**src/psc_pkg.sv**
```systemverilog
package psc_pkg;
  // command opcodes placed in the command register by the jtag controller
  localparam logic [7:0] OP_PROGRAM = 8'h01;
  localparam logic [7:0] OP_ERASE = 8'h02;
  // origin of a request
  localparam logic [2:0] SRC_JTAG = 3'h0;
  localparam logic [2:0] SRC_SPI_SLAVE = 3'h1;
  localparam logic [2:0] SRC_SPI_MASTER = 3'h2;
  localparam logic [2:0] SRC_APP_UPDATE = 3'h3;
  localparam logic [2:0] SRC_AUTO_UPDATE = 3'h4;
  // widths
  localparam int BUF_W = 128;
  localparam int ADDR_W = 16;
  localparam int SEC_W = 32;
  localparam int DIG_W = 32;
  localparam int CNT_W = 16;
  localparam int SYNC_N = 2;
  // header block field positions
  localparam int HDR_SEC_AT_ERASE = 0;
  localparam int HDR_SUSPEND_EN = 1;
  localparam int HDR_SEC_LSB = 8;
  localparam int HDR_DIG_LSB = 96;
  // last initialisation cycle count; init lasts 16 clock cycles
  localparam logic [3:0] INIT_LAST = 4'hf;
  localparam logic [CNT_W-1:0] CNT_MAX = 16'hffff;
  // sequencer states, gray coded along the programming path
  typedef enum logic [3:0] {
    ST_INIT = 4'h0,
    ST_IDLE = 4'h1,
    ST_HDR = 4'h3,
    ST_ERASE = 4'h2,
    ST_FETCH = 4'h6,
    ST_WRITE = 4'h7,
    ST_CMP = 4'h5,
    ST_FVFY = 4'h4,
    ST_FCHK = 4'hc,
    ST_AUTH = 4'hd,
    ST_SUSP = 4'h8
  } psc_state_e;
endpackage

```
**src/psc_top.sv**
```systemverilog
// Function
// - fetch and program stream block by block
// - authenticate stream, verify contents before completion
// - security applied after erase or at end
// - device reset after successful programming
// - count increments on program and erase
// - verify previous block while loading next
// - active during init, then re-suspend
// - suspend bit written only by stream
// - suspended: held in reset, no services
// - release pin high lifts suspend temporarily
// - suspend enabled, release low blocks jtag commands; scan data still reaches the scan bus
// - suspend enabled: no spi master programming
// - suspend enabled: later service requests unserved
// - suspend enabled: no tamper flags raised
// - suspend enabled: no tamper reset or zeroize
// - command register plus 128-bit data buffer
// - scan mode: test data in is bit zero
// - spi role latched during init (after reset or successful programming), then fixed
`timescale 1ns/100ps
module psc_top
  import psc_pkg::*;
(
  input wire logic CLK_SYS, // 100 MHz test-side clock
  input wire logic RESET_N, // power-on or hard reset, active low
  input wire logic TEST_RESET_SUSPEND_RELEASE, // pin, high lifts suspend
  input wire logic SPI_ROLE_SELECT, // pin, 1 = spi master role
  input wire logic NV_SUSPEND_CELL, // non-volatile suspend-enable cell
  output logic NV_SUSPEND_WR, // write strobe to the cell
  output logic NV_SUSPEND_WDATA, // value written to the cell
  input wire logic CMD_VALID, // command register loaded
  output logic CMD_READY, // command register taken
  input wire logic [7:0] CMD_OPCODE, // instruction
  input wire logic [2:0] CMD_SRC, // origin of the instruction
  input wire logic BUF_VALID, // data buffer holds a block
  output logic BUF_READY, // data buffer taken
  input wire logic [BUF_W-1:0] BUF_DATA, // 128-bit data buffer
  input wire logic BUF_LAST, // last block of the stream
  output logic MEM_WR, // config memory write strobe
  output logic [ADDR_W-1:0] MEM_ADDR, // write block address
  output logic [BUF_W-1:0] MEM_WDATA, // write block data
  output logic MEM_RD, // readback strobe
  output logic [ADDR_W-1:0] MEM_RADDR, // readback block address
  input wire logic [BUF_W-1:0] MEM_RDATA, // readback data, cycle after MEM_RD
  output logic MEM_ERASE, // erase pass strobe
  output logic SEC_WR, // security settings write strobe
  output logic [SEC_W-1:0] SEC_DATA, // security settings
  output logic DEV_RESET, // device reset pulse
  output logic PROG_DONE, // operation completed pulse
  output logic PROG_ERR, // verify or authentication failure pulse
  output logic [CNT_W-1:0] PROG_COUNT, // programming cycle count
  output logic CTRL_HELD_RESET, // controller held in reset (suspended)
  input wire logic SVC_REQ, // system service request
  output logic SVC_ACK, // service served pulse
  input wire logic TAMPER_EVT, // tamper detector event
  input wire logic TAMPER_ZEROIZE_SEL, // response: 1 zeroize, 0 reset
  output logic TAMPER_FLAG, // tamper flag pulse
  output logic TAMPER_RESP_RESET, // tamper reset response pulse
  output logic TAMPER_RESP_ZEROIZE, // tamper zeroize response pulse
  input wire logic SCAN_MODE, // scan test with wide data bus
  input wire logic TDI, // standard test data in
  input wire logic [2:0] SCAN_TDI_HI, // upper scan data inputs
  output logic [3:0] SCAN_TDI_BUS // assembled scan data bus
);
  typedef struct packed {
    psc_state_e st;
    logic [3:0] init_cnt;
    logic init_done;
    logic susp_en;
    logic role_master;
    logic sec_at_erase;
    logic nv_new;
    logic erase_only;
    logic have_prev;
    logic last;
    logic [SEC_W-1:0] sec_val;
    logic [DIG_W-1:0] exp_dig;
    logic [DIG_W-1:0] dig;
    logic [ADDR_W-1:0] addr;
    logic [BUF_W-1:0] prev;
    logic mem_wr;
    logic mem_rd;
    logic mem_erase;
    logic [ADDR_W-1:0] raddr;
    logic [BUF_W-1:0] wdata;
    logic sec_wr;
    logic nv_wr;
    logic dev_reset;
    logic done;
    logic err;
    logic cnt_inc;
    logic svc_ack;
    logic tamper_flag;
    logic tamper_rst;
    logic tamper_zero;
    logic [3:0] tdi_bus;
  } psc_regs_s;
  psc_regs_s r_q, r_d;

  logic [SYNC_N-1:0] pin_raw, pin_sync;
  logic release_s, role_s, active, cmd_take, buf_take;

  // fold a block into the running stream digest
  function automatic logic [DIG_W-1:0] fold(input logic [BUF_W-1:0] b);
    fold = b[31:0] ^ b[63:32] ^ b[95:64] ^ b[127:96];
  endfunction

  // may a request from this origin run under the present settings
  function automatic logic src_ok(input logic [2:0] src, input logic susp,
                                  input logic master);
    if (src == SRC_JTAG)
    begin
      src_ok = 1'b1;
    end
    else if (src == SRC_SPI_SLAVE)
    begin
      src_ok = !master;
    end
    else if ((src == SRC_SPI_MASTER) || (src == SRC_APP_UPDATE) || (src == SRC_AUTO_UPDATE))
    begin
      src_ok = master && !susp;
    end
    else
    begin
      src_ok = 1'b0;
    end
  endfunction

  // both pins come from the board, so each gets the three-stage filter
  assign pin_raw = {SPI_ROLE_SELECT, TEST_RESET_SUSPEND_RELEASE};
  genvar gi;
  generate
    for (gi = 0; gi < SYNC_N; gi++)
    begin : g_sync
      psc_sync u_sync (
        .clk(CLK_SYS),
        .rst_n(RESET_N),
        .d(pin_raw[gi]),
        .q(pin_sync[gi])
      );
    end
  endgenerate
  assign release_s = pin_sync[0];
  assign role_s = pin_sync[1];

  psc_cnt u_cnt (
    .clk(CLK_SYS),
    .rst_n(RESET_N),
    .inc(r_q.cnt_inc),
    .count(PROG_COUNT)
  );

  // controller runs during init, else only if suspend is off or released
  assign active = !r_q.susp_en || !r_q.init_done || release_s;
  // requests are drained in idle and in suspend; while suspended they are dropped unseen
  assign CMD_READY = (r_q.st == ST_IDLE) || (r_q.st == ST_SUSP);
  assign cmd_take = CMD_VALID && CMD_READY;
  assign BUF_READY = (r_q.st == ST_HDR) || (r_q.st == ST_FETCH);
  assign buf_take = BUF_VALID && BUF_READY;

  // sequencer
  always_comb
  begin
    r_d = r_q;
    r_d.mem_wr = 1'b0;
    r_d.mem_rd = 1'b0;
    r_d.mem_erase = 1'b0;
    r_d.sec_wr = 1'b0;
    r_d.nv_wr = 1'b0;
    r_d.dev_reset = 1'b0;
    r_d.done = 1'b0;
    r_d.err = 1'b0;
    r_d.cnt_inc = 1'b0;
    r_d.svc_ack = 1'b0;
    r_d.tamper_flag = 1'b0;
    r_d.tamper_rst = 1'b0;
    r_d.tamper_zero = 1'b0;
    r_d.tdi_bus = SCAN_MODE ? {SCAN_TDI_HI, TDI} : 4'h0;
    // tamper handling is silenced outright while suspend is enabled
    if (TAMPER_EVT && !r_q.susp_en && r_q.init_done)
    begin
      r_d.tamper_flag = 1'b1;
      r_d.tamper_rst = !TAMPER_ZEROIZE_SEL;
      r_d.tamper_zero = TAMPER_ZEROIZE_SEL;
    end
    case (r_q.st)
      ST_INIT:
      begin
        // role and suspend bit are caught here only, never later
        r_d.role_master = role_s;
        r_d.susp_en = NV_SUSPEND_CELL;
        r_d.init_cnt = r_q.init_cnt + 4'h1;
        if (r_q.init_cnt == INIT_LAST)
        begin
          r_d.init_done = 1'b1;
          r_d.st = (r_q.susp_en && !release_s) ? ST_SUSP : ST_IDLE;
        end
      end
      ST_SUSP:
      begin
        if (release_s)
        begin
          r_d.st = ST_IDLE;
        end
      end
      ST_IDLE:
      begin
        if (SVC_REQ && !r_q.susp_en)
        begin
          r_d.svc_ack = 1'b1;
        end
        if (cmd_take && src_ok(CMD_SRC, r_q.susp_en, r_q.role_master))
        begin
          if (CMD_OPCODE == OP_PROGRAM)
          begin
            r_d.st = ST_HDR;
            r_d.erase_only = 1'b0;
          end
          else if (CMD_OPCODE == OP_ERASE)
          begin
            r_d.st = ST_ERASE;
            r_d.erase_only = 1'b1;
          end
        end
      end
      ST_HDR:
      begin
        if (buf_take)
        begin
          r_d.sec_at_erase = BUF_DATA[HDR_SEC_AT_ERASE];
          r_d.nv_new = BUF_DATA[HDR_SUSPEND_EN];
          r_d.sec_val = BUF_DATA[HDR_SEC_LSB +: SEC_W];
          r_d.exp_dig = BUF_DATA[HDR_DIG_LSB +: DIG_W];
          r_d.st = ST_ERASE;
        end
      end
      ST_ERASE:
      begin
        // erase is itself a programming pass and is counted as one
        r_d.mem_erase = 1'b1;
        r_d.cnt_inc = 1'b1;
        r_d.addr = '0;
        r_d.dig = '0;
        r_d.have_prev = 1'b0;
        if (r_q.erase_only)
        begin
          r_d.done = 1'b1;
          r_d.st = ST_IDLE;
        end
        else
        begin
          r_d.sec_wr = r_q.sec_at_erase;
          r_d.st = ST_FETCH;
        end
      end
      ST_FETCH:
      begin
        if (buf_take)
        begin
          r_d.mem_wr = 1'b1;
          r_d.wdata = BUF_DATA;
          r_d.mem_rd = r_q.have_prev;
          r_d.raddr = r_q.addr - 16'h0001;
          r_d.dig = r_q.dig ^ fold(BUF_DATA);
          r_d.last = BUF_LAST;
          r_d.st = ST_WRITE;
        end
      end
      ST_WRITE:
      begin
        r_d.st = ST_CMP;
      end
      ST_CMP:
      begin
        if (r_q.have_prev && (MEM_RDATA != r_q.prev))
        begin
          r_d.err = 1'b1;
          r_d.st = ST_IDLE;
        end
        else
        begin
          r_d.prev = r_q.wdata;
          r_d.have_prev = 1'b1;
          r_d.addr = r_q.addr + 16'h0001;
          r_d.st = r_q.last ? ST_FVFY : ST_FETCH;
          r_d.mem_rd = r_q.last;
          r_d.raddr = r_q.addr;
        end
      end
      ST_FVFY:
      begin
        r_d.st = ST_FCHK;
      end
      ST_FCHK:
      begin
        r_d.st = (MEM_RDATA == r_q.prev) ? ST_AUTH : ST_IDLE;
        r_d.err = (MEM_RDATA != r_q.prev);
      end
      ST_AUTH:
      begin
        if (r_q.dig == r_q.exp_dig)
        begin
          r_d.cnt_inc = 1'b1;
          r_d.sec_wr = !r_q.sec_at_erase;
          r_d.nv_wr = 1'b1;
          r_d.dev_reset = 1'b1;
          r_d.done = 1'b1;
          r_d.init_done = 1'b0;
          r_d.init_cnt = '0;
          r_d.st = ST_INIT;
        end
        else
        begin
          r_d.err = 1'b1;
          r_d.st = ST_IDLE;
        end
      end
      default:
      begin
        r_d.st = ST_INIT;
      end
    endcase
    // losing the release pin mid-run drops straight back into suspend
    if (!active && (r_q.st != ST_INIT))
    begin
      r_d.st = ST_SUSP;
      r_d.mem_wr = 1'b0;
      r_d.mem_rd = 1'b0;
      r_d.mem_erase = 1'b0;
      r_d.sec_wr = 1'b0;
      r_d.nv_wr = 1'b0;
      r_d.cnt_inc = 1'b0;
      r_d.svc_ack = 1'b0;
    end
  end

  always_ff @(posedge CLK_SYS or negedge RESET_N)
  begin
    if (!RESET_N)
    begin
      r_q <= '0;
    end
    else
    begin
      r_q <= r_d;
    end
  end

  // registered outputs
  assign NV_SUSPEND_WR = r_q.nv_wr;
  assign NV_SUSPEND_WDATA = r_q.nv_new;
  assign MEM_WR = r_q.mem_wr;
  assign MEM_ADDR = r_q.addr;
  assign MEM_WDATA = r_q.wdata;
  assign MEM_RD = r_q.mem_rd;
  assign MEM_RADDR = r_q.raddr;
  assign MEM_ERASE = r_q.mem_erase;
  assign SEC_WR = r_q.sec_wr;
  assign SEC_DATA = r_q.sec_val;
  assign DEV_RESET = r_q.dev_reset;
  assign PROG_DONE = r_q.done;
  assign PROG_ERR = r_q.err;
  assign CTRL_HELD_RESET = (r_q.st == ST_SUSP);
  assign SVC_ACK = r_q.svc_ack;
  assign TAMPER_FLAG = r_q.tamper_flag;
  assign TAMPER_RESP_RESET = r_q.tamper_rst;
  assign TAMPER_RESP_ZEROIZE = r_q.tamper_zero;
  assign SCAN_TDI_BUS = r_q.tdi_bus;
endmodule

```
**src/psc_sync.sv**
```systemverilog
`timescale 1ns/100ps
module psc_sync
  import psc_pkg::*;
(
  input wire logic clk, // system clock
  input wire logic rst_n, // async reset, active low
  input wire logic d, // pin level
  output logic q // filtered level
);
  typedef struct packed {
    logic s1;
    logic s2;
    logic s3;
    logic q;
  } psc_sync_s;
  psc_sync_s r_q, r_d;

  // a change is taken only once the second and third stage agree
  always_comb
  begin
    r_d = r_q;
    r_d.s1 = d;
    r_d.s2 = r_q.s1;
    r_d.s3 = r_q.s2;
    if (r_q.s2 == r_q.s3)
    begin
      r_d.q = r_q.s3;
    end
  end

  always_ff @(posedge clk or negedge rst_n)
  begin
    if (!rst_n)
    begin
      r_q <= '0;
    end
    else
    begin
      r_q <= r_d;
    end
  end

  assign q = r_q.q;
endmodule

```
**src/psc_cnt.sv**
```systemverilog
`timescale 1ns/100ps
module psc_cnt
  import psc_pkg::*;
(
  input wire logic clk, // system clock
  input wire logic rst_n, // async reset, active low
  input wire logic inc, // one-cycle increment request
  output logic [CNT_W-1:0] count // programming cycle count
);
  typedef struct packed {
    logic [CNT_W-1:0] cnt;
  } psc_cnt_s;
  psc_cnt_s r_q, r_d;

  // saturates so that a worn part never wraps back to a fresh count
  always_comb
  begin
    r_d = r_q;
    if (inc && (r_q.cnt != CNT_MAX))
    begin
      r_d.cnt = r_q.cnt + 16'h0001;
    end
  end

  always_ff @(posedge clk or negedge rst_n)
  begin
    if (!rst_n)
    begin
      r_q <= '0;
    end
    else
    begin
      r_q <= r_d;
    end
  end

  assign count = r_q.cnt;
endmodule

```
**config.mk**
```make
export PLATFORM = sky130hd
export DESIGN_NAME = psc_top
export DESIGN_NICKNAME = d
export VERILOG_FILES = /design/src/psc_pkg.sv /design/src/psc_top.sv /design/src/psc_sync.sv /design/src/psc_cnt.sv
export SDC_FILE = /design/constraint.sdc
export NUM_CORES = 1
export LEC_CHECK = 0
export ABC_AREA = 1
export BUFFER_PORTS_ARGS = -buffer_cell sky130_fd_sc_hd__buf_2
export CAP_MARGIN = 10
export CORE_AREA = 3 3 240 242
export DETAILED_ROUTE_END_ITERATION = 7
export DIE_AREA = 0 0 243 245
export PLACE_DENSITY_LB_ADDON = 0.2
export SLEW_MARGIN = 15
export SYNTH_ARGS = -nofsm -noshare
export SYNTH_HDL_FRONTEND = slang
export SYNTH_SLANG_ARGS = --single-unit
```
**constraint.sdc**
```tcl
create_clock -name CLK_SYS -period 2.4 [get_ports CLK_SYS]
set_input_delay 0.24 -clock CLK_SYS [delete_from_list [all_inputs] [get_ports CLK_SYS]]
set_output_delay 0.24 -clock CLK_SYS [all_outputs]
set_load 0.005 [all_outputs]
```
==> results of run 1 <==
final cells by class:
cell class	count	area, um^2
well taps	748	936
multi-input cells	1724	8450
clock inverters	17	198
clock buffers	76	1530
inverters	229	862
repair buffers	701	4640
flip-flops and latches	441	11000
fillers	5320	27600
diodes	17	42.5
what timing repair did:
action,CTS,global route
setup endpoints to repair,5,163
gates cloned,0,5
endpoints found under the hold margin,266,0
pin swaps,0,20
hold buffers,135,0
setup buffers,0,3
resized for setup,1,27
metrics by stage:
stage                     cell area (um^2)  utilization, %  instances  hold WS [ns]  setup slack, ns
after floorplan                      22200               -       2681       -0.0556            0.433
after global placement               24300            44.0       3700         0.206          0.00919
after detailed placement             24300            44.0       3700         0.209           0.0170
after CTS                            27400            49.6       3928      0.000212           0.0156
after global routing                 27700            50.0       3945        0.0354          0.00802
final                                27700            50.1       3953        0.0351            0.192
Yosys cell counts, drive strengths merged, types with 17 or more instances:
library cell | count | share of area [%]
clkbuf | 55 | 0.93
nand2 | 978 | 17
o21ai | 238 | 5.4
inv | 228 | 3.9
nor2 | 103 | 1.8
dfrtp | 441 | 50
xnor2 | 186 | 7.4
nor3 | 17 | 0.41
buf | 232 | 7.7
nand3 | 51 | 1.2
a21oi | 46 | 1.1
xor2 | 61 | 2.4
placed cells by master (no fill, tap or decap), types with 4 or more instances in the layout:
cell type and n:
a21oi_1 44, buf_12 15, buf_2 509, buf_4 33
bufinv_16 4, clkbuf_1 11, clkbuf_16 57, clkbuf_8 12
clkinv_2 9, dfrtp_1 441, diode_2 17, dlygate4sd3_1 135
ha_1 4, inv_1 228, nand2_1 967, nand2_2 8
nand3_1 49, nand4_1 14, nor2_1 88, nor2_2 14
nor3_1 16, o21ai_0 235, or2_2 10, xnor2_1 184
xor2_1 61
per-layer routing:
metal | share of wire [%] | GRT usage (%) | vias up
li1 | - | - | 9001
met1 | 43 | 30.4 | 8803
met2 | 47 | 38.3 | 596
met3 | 7.3 | 5.68 | 132
met4 | 3.3 | 7.96 | 8
met5 | 0.059 | 0 | -
logic make-up (layout without fill, tap and decap cells):
group                    after synthesis  in the layout
XOR/XNOR                             247            247
other                                  0             17
AND/OR/NAND/NOR                     1177           1177
flip-flops                           441            441
adder cells (fa/ha/maj)                6              6
multiplexers                           4              4
AO/OA/AOI/OAI                        290            290
buffers and inverters                516           1023
final timing paths:
path | from | endpoint | slack, ns | cells after the start
max | r_q[416] | BUF_READY | 0.19 | 6
min | BUF_DATA[12] | SEC_DATA[4] | 0.04 | 3
max reg2reg | r_q[226] | r_q[221] | 0.19 | 14
min reg2reg | g_sync[0].u_sync.r_d[2] | g_sync[0].u_sync.r_d[1] | 0.36 | 0
max in group asynchronous | RESET_N | r_q[251] | 1.35 | 3
min in group asynchronous | RESET_N | SCAN_TDI_BUS[0] | 0.19 | 2
registers in the layout, summed over array words and instances (netlist names), 2 cells and up:
name	flops
MEM_ADDR	16
r_q	208
u_cnt.count	16
MEM_RADDR	16
g_sync.u_sync.q	2
SEC_DATA	32
g_sync.u_sync.r_q	2
MEM_WDATA	128
g_sync.u_sync.r_d	4
SCAN_TDI_BUS	4
where the power goes:
part           leakage [nW]  switching, mW  internal, mW
Combinational          7.90           4.89          4.13
Sequential             5.92           2.24          10.3
Clock                 0.853           3.20          4.83
critical path, cell delays in order, from the launching register on:
cell     delay (ns)
dfrtp_1        0.49
inv_1          0.12
nand3_1        0.12
nor2_2         0.28
a21oi_1        0.10
inv_1          0.14
buf_2          0.14
==> flow_summary.json, run 1 <==
{
  "status": "completed",
  "setup_viol": 0,
  "syn_inst": 2681,
  "synth-warning-count": 0,
  "antenna_found_initial": 15,
  "synthSimpleGateAreaFrac_pct": 20.8,
  "nets": 3436,
  "hold_viol": 0,
  "cts-root-buf": "clkbuf_16",
  "die_y_um": 245,
  "drc": 0,
  "syn_to_final_growth_pct": 25.0,
  "cts_tree": "done",
  "die_x_um": 243,
  "timing.setup.tns_ns": 0,
  "critPathKind": "reg -> out",
  "path_max_fanout": 10,
  "viasPerCell": 4.69,
  "synth_fp_nets": 2968,
  "async_flop_share_pct": 100,
  "wl_per_cell_um": 18.0,
  "power_mw": 29.6,
  "yosysSeqAreaShare_pct": 49.8,
  "grt_pass1_vias": 18600,
  "core-area_um2": 55300,
  "skew_ns": 0.0102,
  "p_leak_nw": 14.7,
  "worst_pin_slew_ns": 0.781,
  "fin_crit_ns": 2.21,
  "cts_buffer_depth": 3,
  "drtIter0Drc": 1168,
  "dp_hpwl_mm": 52.0,
  "synth-edff-count": 0,
  "cts.clk_slew.worst_paths_ns": 0.06,
  "gr-total-overflow": 0,
  "synthesis.area_um2": 22200,
  "cp-start-kind": "flip-flop",
  "fin_crit_sh_pct": 92.0,
  "num_rows": 86,
  "drv_slew": 0,
  "grt_max_degree": 144,
  "routed_wl_mm": 71.0,
  "clkSinkCount": 441,
  "port-buffer-count": 510,
  "arrival_ns": 1.97,
  "synth_xor_area_share_pct": 9.77,
  "power.density_nw_per_um2": 1070,
  "maxCapViolCount": 0,
  "first_pass_iters": 5,
  "synth_mux_area_share_pct": 0.192,
  "ys.flop_type": "dfrtp_1",
  "place.gp.congestion": 0.893,
  "io_pins": 511,
  "h-tree-depth": 2,
  "ys_ff_latch": 441,
  "rsz0062_at_grt": "no",
  "dieArea_um2": 59500,
  "worstHoldPathType": "in -> reg",
  "syn_avg_cell_area_um2": 8.26,
  "grt_use_total_pct": 23.3,
  "peakVddDrop_mv": 0.588,
  "critPathRequiredTime_ns": 2.16,
  "max_freq_mhz": 453,
  "slew_headroom_pct": 47.9,
  "synth_cell_types": 34,
  "final_layout_size_suffix_gt1_share_pct": 21.8,
  "ant_nets": 0,
  "synth_top_family_by_area": "simple AND/OR/NAND/NOR gates",
  "start_util_pct": 40.1,
  "vias": 18500,
  "synth_compound_area_share_pct": 6.65,
  "cp-end-kind": "primary output",
  "insertion_delay_ns": 0.58,
  "grt_first_pass_wirelength_mm": 107,
  "synth_fa_ha_area_share_pct": 0.316,
  "cts_made_buffers": 52
}
No activity file was read; power rests on OpenSTA's default activity.
==> run 2, diff against run 1 <==
--- a/config.mk
+++ b/config.mk
@@ -6,7 +6,7 @@
 export NUM_CORES = 1
 export LEC_CHECK = 0
 export ABC_AREA = 1
-export BUFFER_PORTS_ARGS = -buffer_cell sky130_fd_sc_hd__buf_2
+export BUFFER_PORTS_ARGS = -buffer_cell sky130_fd_sc_hd__buf_4
 export CAP_MARGIN = 10
 export CORE_AREA = 3 3 240 242
 export DETAILED_ROUTE_END_ITERATION = 7
==> flow_summary.json, run 2 (synthesized netlist as in run 1, its figures left out) <==
{
  "clkSinkCount": 441,
  "critPathKind": "reg -> reg",
  "fin_crit_ns": 2.28,
  "largest_reg_flops": 208,
  "port-buffer-count": 510,
  "peakVddDrop_mv": 0.619,
  "crit_chain": "xnor2_1 > nand2_1 > nor2_2 > nand2_2 > nor2_1 > nand2_2 > nor2_4 > nand2_4 > a21oi_4 > buf_6 > buf_12 > clkbuf_16 > nand2_1 > o21ai_0",
  "place.gp.congestion": 0.896,
  "worst-r2r-cell-count": 14,
  "maxCapViolCount": 0,
  "hold_viol": 0,
  "dieArea_um2": 59500,
  "ant_nets": 0,
  "core-area_um2": 55300,
  "final_util_pct": 52.5,
  "fin_ws_ns": 0.120,
  "largest_register": "r_q",
  "io_pins": 511,
  "worstHoldPathType": "in -> reg",
  "critPathRequiredTime_ns": 2.89,
  "syn_to_final_growth_pct": 31.1,
  "die_y_um": 245,
  "p_leak_nw": 15.0,
  "cts_made_buffers": 49,
  "cp-endpoint": "r_q[260]",
  "insertion_delay_ns": 0.60,
  "cp-start-kind": "flip-flop",
  "cts-root-buf": "clkbuf_16",
  "die_x_um": 243,
  "nets": 3438,
  "crit_slowest_cell": "dfrtp_1",
  "fill_cells": 5234,
  "viasPerCell": 4.68,
  "cts_buffer_depth": 3,
  "cp-end-kind": "flip-flop",
  "worst_pin_slew_ns": 0.697,
  "grt_max_degree": 133,
  "start_util_pct": 40.1,
  "arrival_ns": 2.77,
  "dp_hpwl_mm": 53.2,
  "power.density_nw_per_um2": 1050,
  "dp_slack_ns": -0.265,
  "final_layout_size_suffix_gt1_share_pct": 21.9,
  "status": "completed",
  "wl_per_cell_um": 18.5,
  "drc": 0,
  "max_freq_mhz": 439,
  "vias": 18400,
  "grt_first_pass_wirelength_mm": 109,
  "first_pass_iters": 5,
  "r2r_setup_slack_ns": 0.12,
  "skew_ns": 0.0284,
  "final_cell_mix": "967 x nand2_1, 539 x buf_4, 441 x dfrtp_1, 235 x o21ai_0, 228 x inv_1",
  "routed_wl_mm": 72.8,
  "cts.clk_slew.worst_paths_ns": 0.06,
  "h-tree-depth": 2,
  "fin_crit_sh_pct": 95.0,
  "cts_tree": "done",
  "r2r-end": "r_q[260]",
  "max_stage_delay_ns": 0.41,
  "gr-total-overflow": 0,
  "num_rows": 86,
  "slew_headroom_pct": 53.5,
  "drv_slew": 0,
  "drtIter0Drc": 1280,
  "worstReg2RegStart": "r_q[228]",
  "cp-startpoint": "r_q[228]",
  "grt_pass1_vias": 18600,
  "setup_viol": 0,
  "path_max_fanout": 9,
  "grt_use_total_pct": 23.7,
  "mostFrequentLayoutCell": "nand2_1",
  "antenna_found_initial": 5
}
[run 2: metrics by stage]
step                      instances  cell area (um^2)  TNS, ns  hold slack [ns]  total power, mW
after floorplan                2681             22200        0          -0.0556             18.9
after global placement         3700             25600   -25.72            0.303             22.1
after detailed placement       3700             25600   -27.29            0.321             22.3
after CTS                      3929             28800        0          0.00207             30.6
after global routing           3938             29000   -0.337           0.0482             32.6
final                          3939             29000        0           0.0314             30.5
[run 2: routing by layer]
metal  track usage (%)  up-vias  share of wire [%]  routed length [um]
met5                 0        -              0.037                  27
met4              6.77        4                3.0                2220
met3              5.98      124                7.5                5460
met2              38.8      608                 47               33900
met1              31.1     8707                 43               31200
li1                  -     8984                  -                   -
[run 2: final cells by class]
cell class / instances / area [um^2] / area share (%)
clock buffers: 66 / 1380 / 4.76
repair buffers: 706 / 6050 / 20.8
inverters: 229 / 862 / 2.97
multi-input cells: 1724 / 8470 / 29.2
well taps: 748 / 936 / 3.22
clock inverters: 23 / 299 / 1.03
flip-flops and latches: 441 / 11000 / 38.0
diodes: 2 / 5.00 / 0.0172
[run 2: worst min-delay path by stage]
stage	from	depth (start not counted)	end
5_1_grt	BUF_DATA[103]	3	MEM_WDATA[103]
3_3_place_gp	RESET_N	1	MEM_WDATA[68]
4_1_cts	BUF_DATA[104]	3	r_q[345]
2_1_floorplan	RESET_N	0	DEV_RESET
6_report	BUF_DATA[104]	3	r_q[345]
3_5_place_dp	RESET_N	1	MEM_WDATA[3]
[run 2: critical path: cells and delay by family (launching register included)]
family	cells	cell delay [ns]
compound gates	2	0.21
flops	1	0.41
xor+xnor	1	0.16
buf+inv	3	0.49
simple gates	8	0.90
[run 2: repair_timing]
action | CTS | global route
gates cloned | 1 | 8
resized for setup | 11 | 24
hold endpoints to repair | 241 | 0
setup buffers | 3 | 0
hold buffers | 136 | 0
setup endpoints to repair | 161 | 161
pin swaps | 3 | 15
[run 2: power by group]
group          switching [mW]  internal (mW)  leakage (nW)
clock                    3.17           4.79         0.831
sequential               2.38           10.3          5.92
combinational            4.91           4.99          8.24
total                    10.5           20.0          15.0
==> run 3, diff against run 2 <==
--- a/config.mk
+++ b/config.mk
@@ -8,9 +8,12 @@
 export ABC_AREA = 1
 export BUFFER_PORTS_ARGS = -buffer_cell sky130_fd_sc_hd__buf_4
 export CAP_MARGIN = 10
+export CELL_PAD_IN_SITES_DETAIL_PLACEMENT = 0
+export CELL_PAD_IN_SITES_GLOBAL_PLACEMENT = 1
 export CORE_AREA = 3 3 240 242
 export DETAILED_ROUTE_END_ITERATION = 7
 export DIE_AREA = 0 0 243 245
+export GPL_TIMING_DRIVEN = 0
 export PLACE_DENSITY_LB_ADDON = 0.2
 export SLEW_MARGIN = 15
 export SYNTH_ARGS = -nofsm -noshare
==> flow_summary.json, run 3 (synthesized netlist as in run 1, its figures left out) <==
{
  "status": "completed",
  "clkSinkCount": 441,
  "die_x_um": 243,
  "path_max_fanout": 10,
  "fin_crit_sh_pct": 96.7,
  "wl_met3_mm": 5.42,
  "slew_headroom_pct": 47.3,
  "hold_start": "BUF_DATA[8]",
  "cp-end-kind": "flip-flop",
  "antenna_found_initial": 7,
  "syn_to_final_growth_pct": 38.2,
  "grt_pass1_vias": 19900,
  "cts_made_buffers": 51,
  "largest_reg_flops": 208,
  "critPathKind": "reg -> reg",
  "insertion_delay_ns": 0.59,
  "io_pins": 511,
  "skew_ns": 0.0166,
  "core-area_um2": 55300,
  "ff_latch_area_um2": 11000,
  "viasPerCell": 4.66,
  "arrival_ns": 2.85,
  "final_layout_size_suffix_gt1_share_pct": 26.4,
  "drv_slew": 0,
  "crit_buf_inv": 3,
  "hold_viol": 0,
  "power.density_nw_per_um2": 1070,
  "nets": 3683,
  "worstHoldPathType": "in -> reg",
  "cp-start-kind": "flip-flop",
  "timing.setup.tns_ns": 0,
  "p_clk_share_pct": 25.6,
  "cts-root-buf": "clkbuf_16",
  "routed_wl_mm": 80.4,
  "dp_hpwl_mm": 62.0,
  "crit_slowest_cell": "dfrtp_1",
  "mostFrequentLayoutCell": "nand2_1",
  "port-buffer-count": 510,
  "comb_power_share_pct": 36.2,
  "grt_max_degree": 98,
  "netSwitchingFraction_pct": 33.7,
  "wl_per_cell_um": 19.2,
  "place.gp.congestion": 0.911,
  "num_rows": 86,
  "crit_chain": "xnor2_1 > nand2_1 > nor2_2 > nand2_1 > nor2_1 > nand2_1 > nor2_2 > nand2_4 > a21oi_4 > buf_12 > buf_12 > buf_8 > nand2_1 > nand2_1",
  "p_switching_mw": 11.1,
  "largest_register": "r_q",
  "final_area_um2": 30600,
  "cp-startpoint": "r_q[231]",
  "setup_viol": 0,
  "vias": 19500,
  "fin_crit_ns": 2.32,
  "max_freq_mhz": 431,
  "dieArea_um2": 59500,
  "cts_tree": "done",
  "gr-total-overflow": 0,
  "p_seq_share_pct": 38.2,
  "fill_cells": 5197,
  "cts.clk_slew.worst_paths_ns": 0.06,
  "path_delay_family": "simple AND/OR/NAND/NOR gates",
  "final_util_pct": 55.4,
  "met2_length_mm": 39.0,
  "maxCapViolCount": 0,
  "die_y_um": 245,
  "start_util_pct": 40.1,
  "multi_input_area_um2": 8460,
  "dpl_cell_area_um2": 27000,
  "worst_pin_slew_ns": 0.790,
  "top_layer": "met5",
  "cts_buffer_depth": 3,
  "wl_met1_mm": 33.7,
  "first_pass_iters": 5,
  "ant_nets": 0,
  "drc": 0,
  "worstReg2RegStart": "r_q[231]",
  "drtIter0Drc": 1180,
  "p_int_mw": 21.8,
  "crit_top_cell": "nand2_1",
  "critPathRequiredTime_ns": 2.93,
  "grt_use_total_pct": 26.5,
  "final_cell_mix": "967 x nand2_1, 714 x buf_4, 441 x dfrtp_1, 234 x o21ai_0, 228 x inv_1",
  "h-tree-depth": 2,
  "max_stage_delay_ns": 0.39,
  "p_leak_nw": 16.1,
  "peakVddDrop_mv": 0.629,
  "grt_first_pass_wirelength_mm": 119
}
-- run 3: what timing repair did --
item / CTS / global route
endpoints found under the hold margin: 291 / 0
pin swaps: 3 / 5
hold buffers: 143 / 0
setup buffers: 3 / 2
resized for setup: 48 / 54
endpoints found under the setup margin: 348 / 311
-- run 3: final cells by class --
type,instances,area share (%)
antenna,4,0.0327
buffer,287,6.72
clock buffer,75,5.13
clock inverter,19,0.830
inverter,229,2.81
multi-input combinational,1724,27.6
sequential,441,36.0
tap,748,3.06
timing repair buffer,662,17.7
-- run 3: power groups by stage --
stage          combinational (mW)  clock [mW]  sequential, mW
6_report                     11.9        8.42            12.6
5_1_grt                      13.2        8.89            12.9
4_1_cts                      12.0        8.61            12.5
3_5_place_dp                 11.6           0            12.6
3_3_place_gp                 11.4           0            12.5
2_1_floorplan                7.05           0            11.9
-- run 3: metal layers --
layer  GRT usage [%]  vias up
met4            8.28        8
met3            5.53      134
met5               0        -
met1            33.8     9285
met2            45.2      626
li1                -     9482
-- run 3: worst paths after layout --
check / slack, ns / cells past startpoint / to
max in group asynchronous: 0.74 / 4 / r_q[207]
worst min-delay path: 0.02 / 3 / MEM_WDATA[8]
min in group asynchronous: 0.29 / 2 / r_q[260]
worst max register to register: 0.08 / 14 / r_q[230]
worst min register to register: 0.35 / 0 / g_sync[0].u_sync.r_d[1]
worst max-delay path: 0.08 / 14 / r_q[230]
-- run 3: worst min-delay path, delay by kind of cell --
family	cells	cell delay (ns)
buffers and inverters	2	0.18
AOI/OAI and AO/OA	1	0.15
-- run 3: stage by stage --
step	instances	worst slack, ns	hold slack, ns	power (mW)
5_1_grt	4187	-0.0369	0.0211	35.0
4_1_cts	4183	-0.00813	0.00606	33.1
3_3_place_gp	3939	-3.64	0.338	23.9
2_1_floorplan	2681	0.433	-0.0556	18.9
6_report	4189	0.0797	0.0245	32.9
3_5_place_dp	3943	-0.716	0.335	24.2
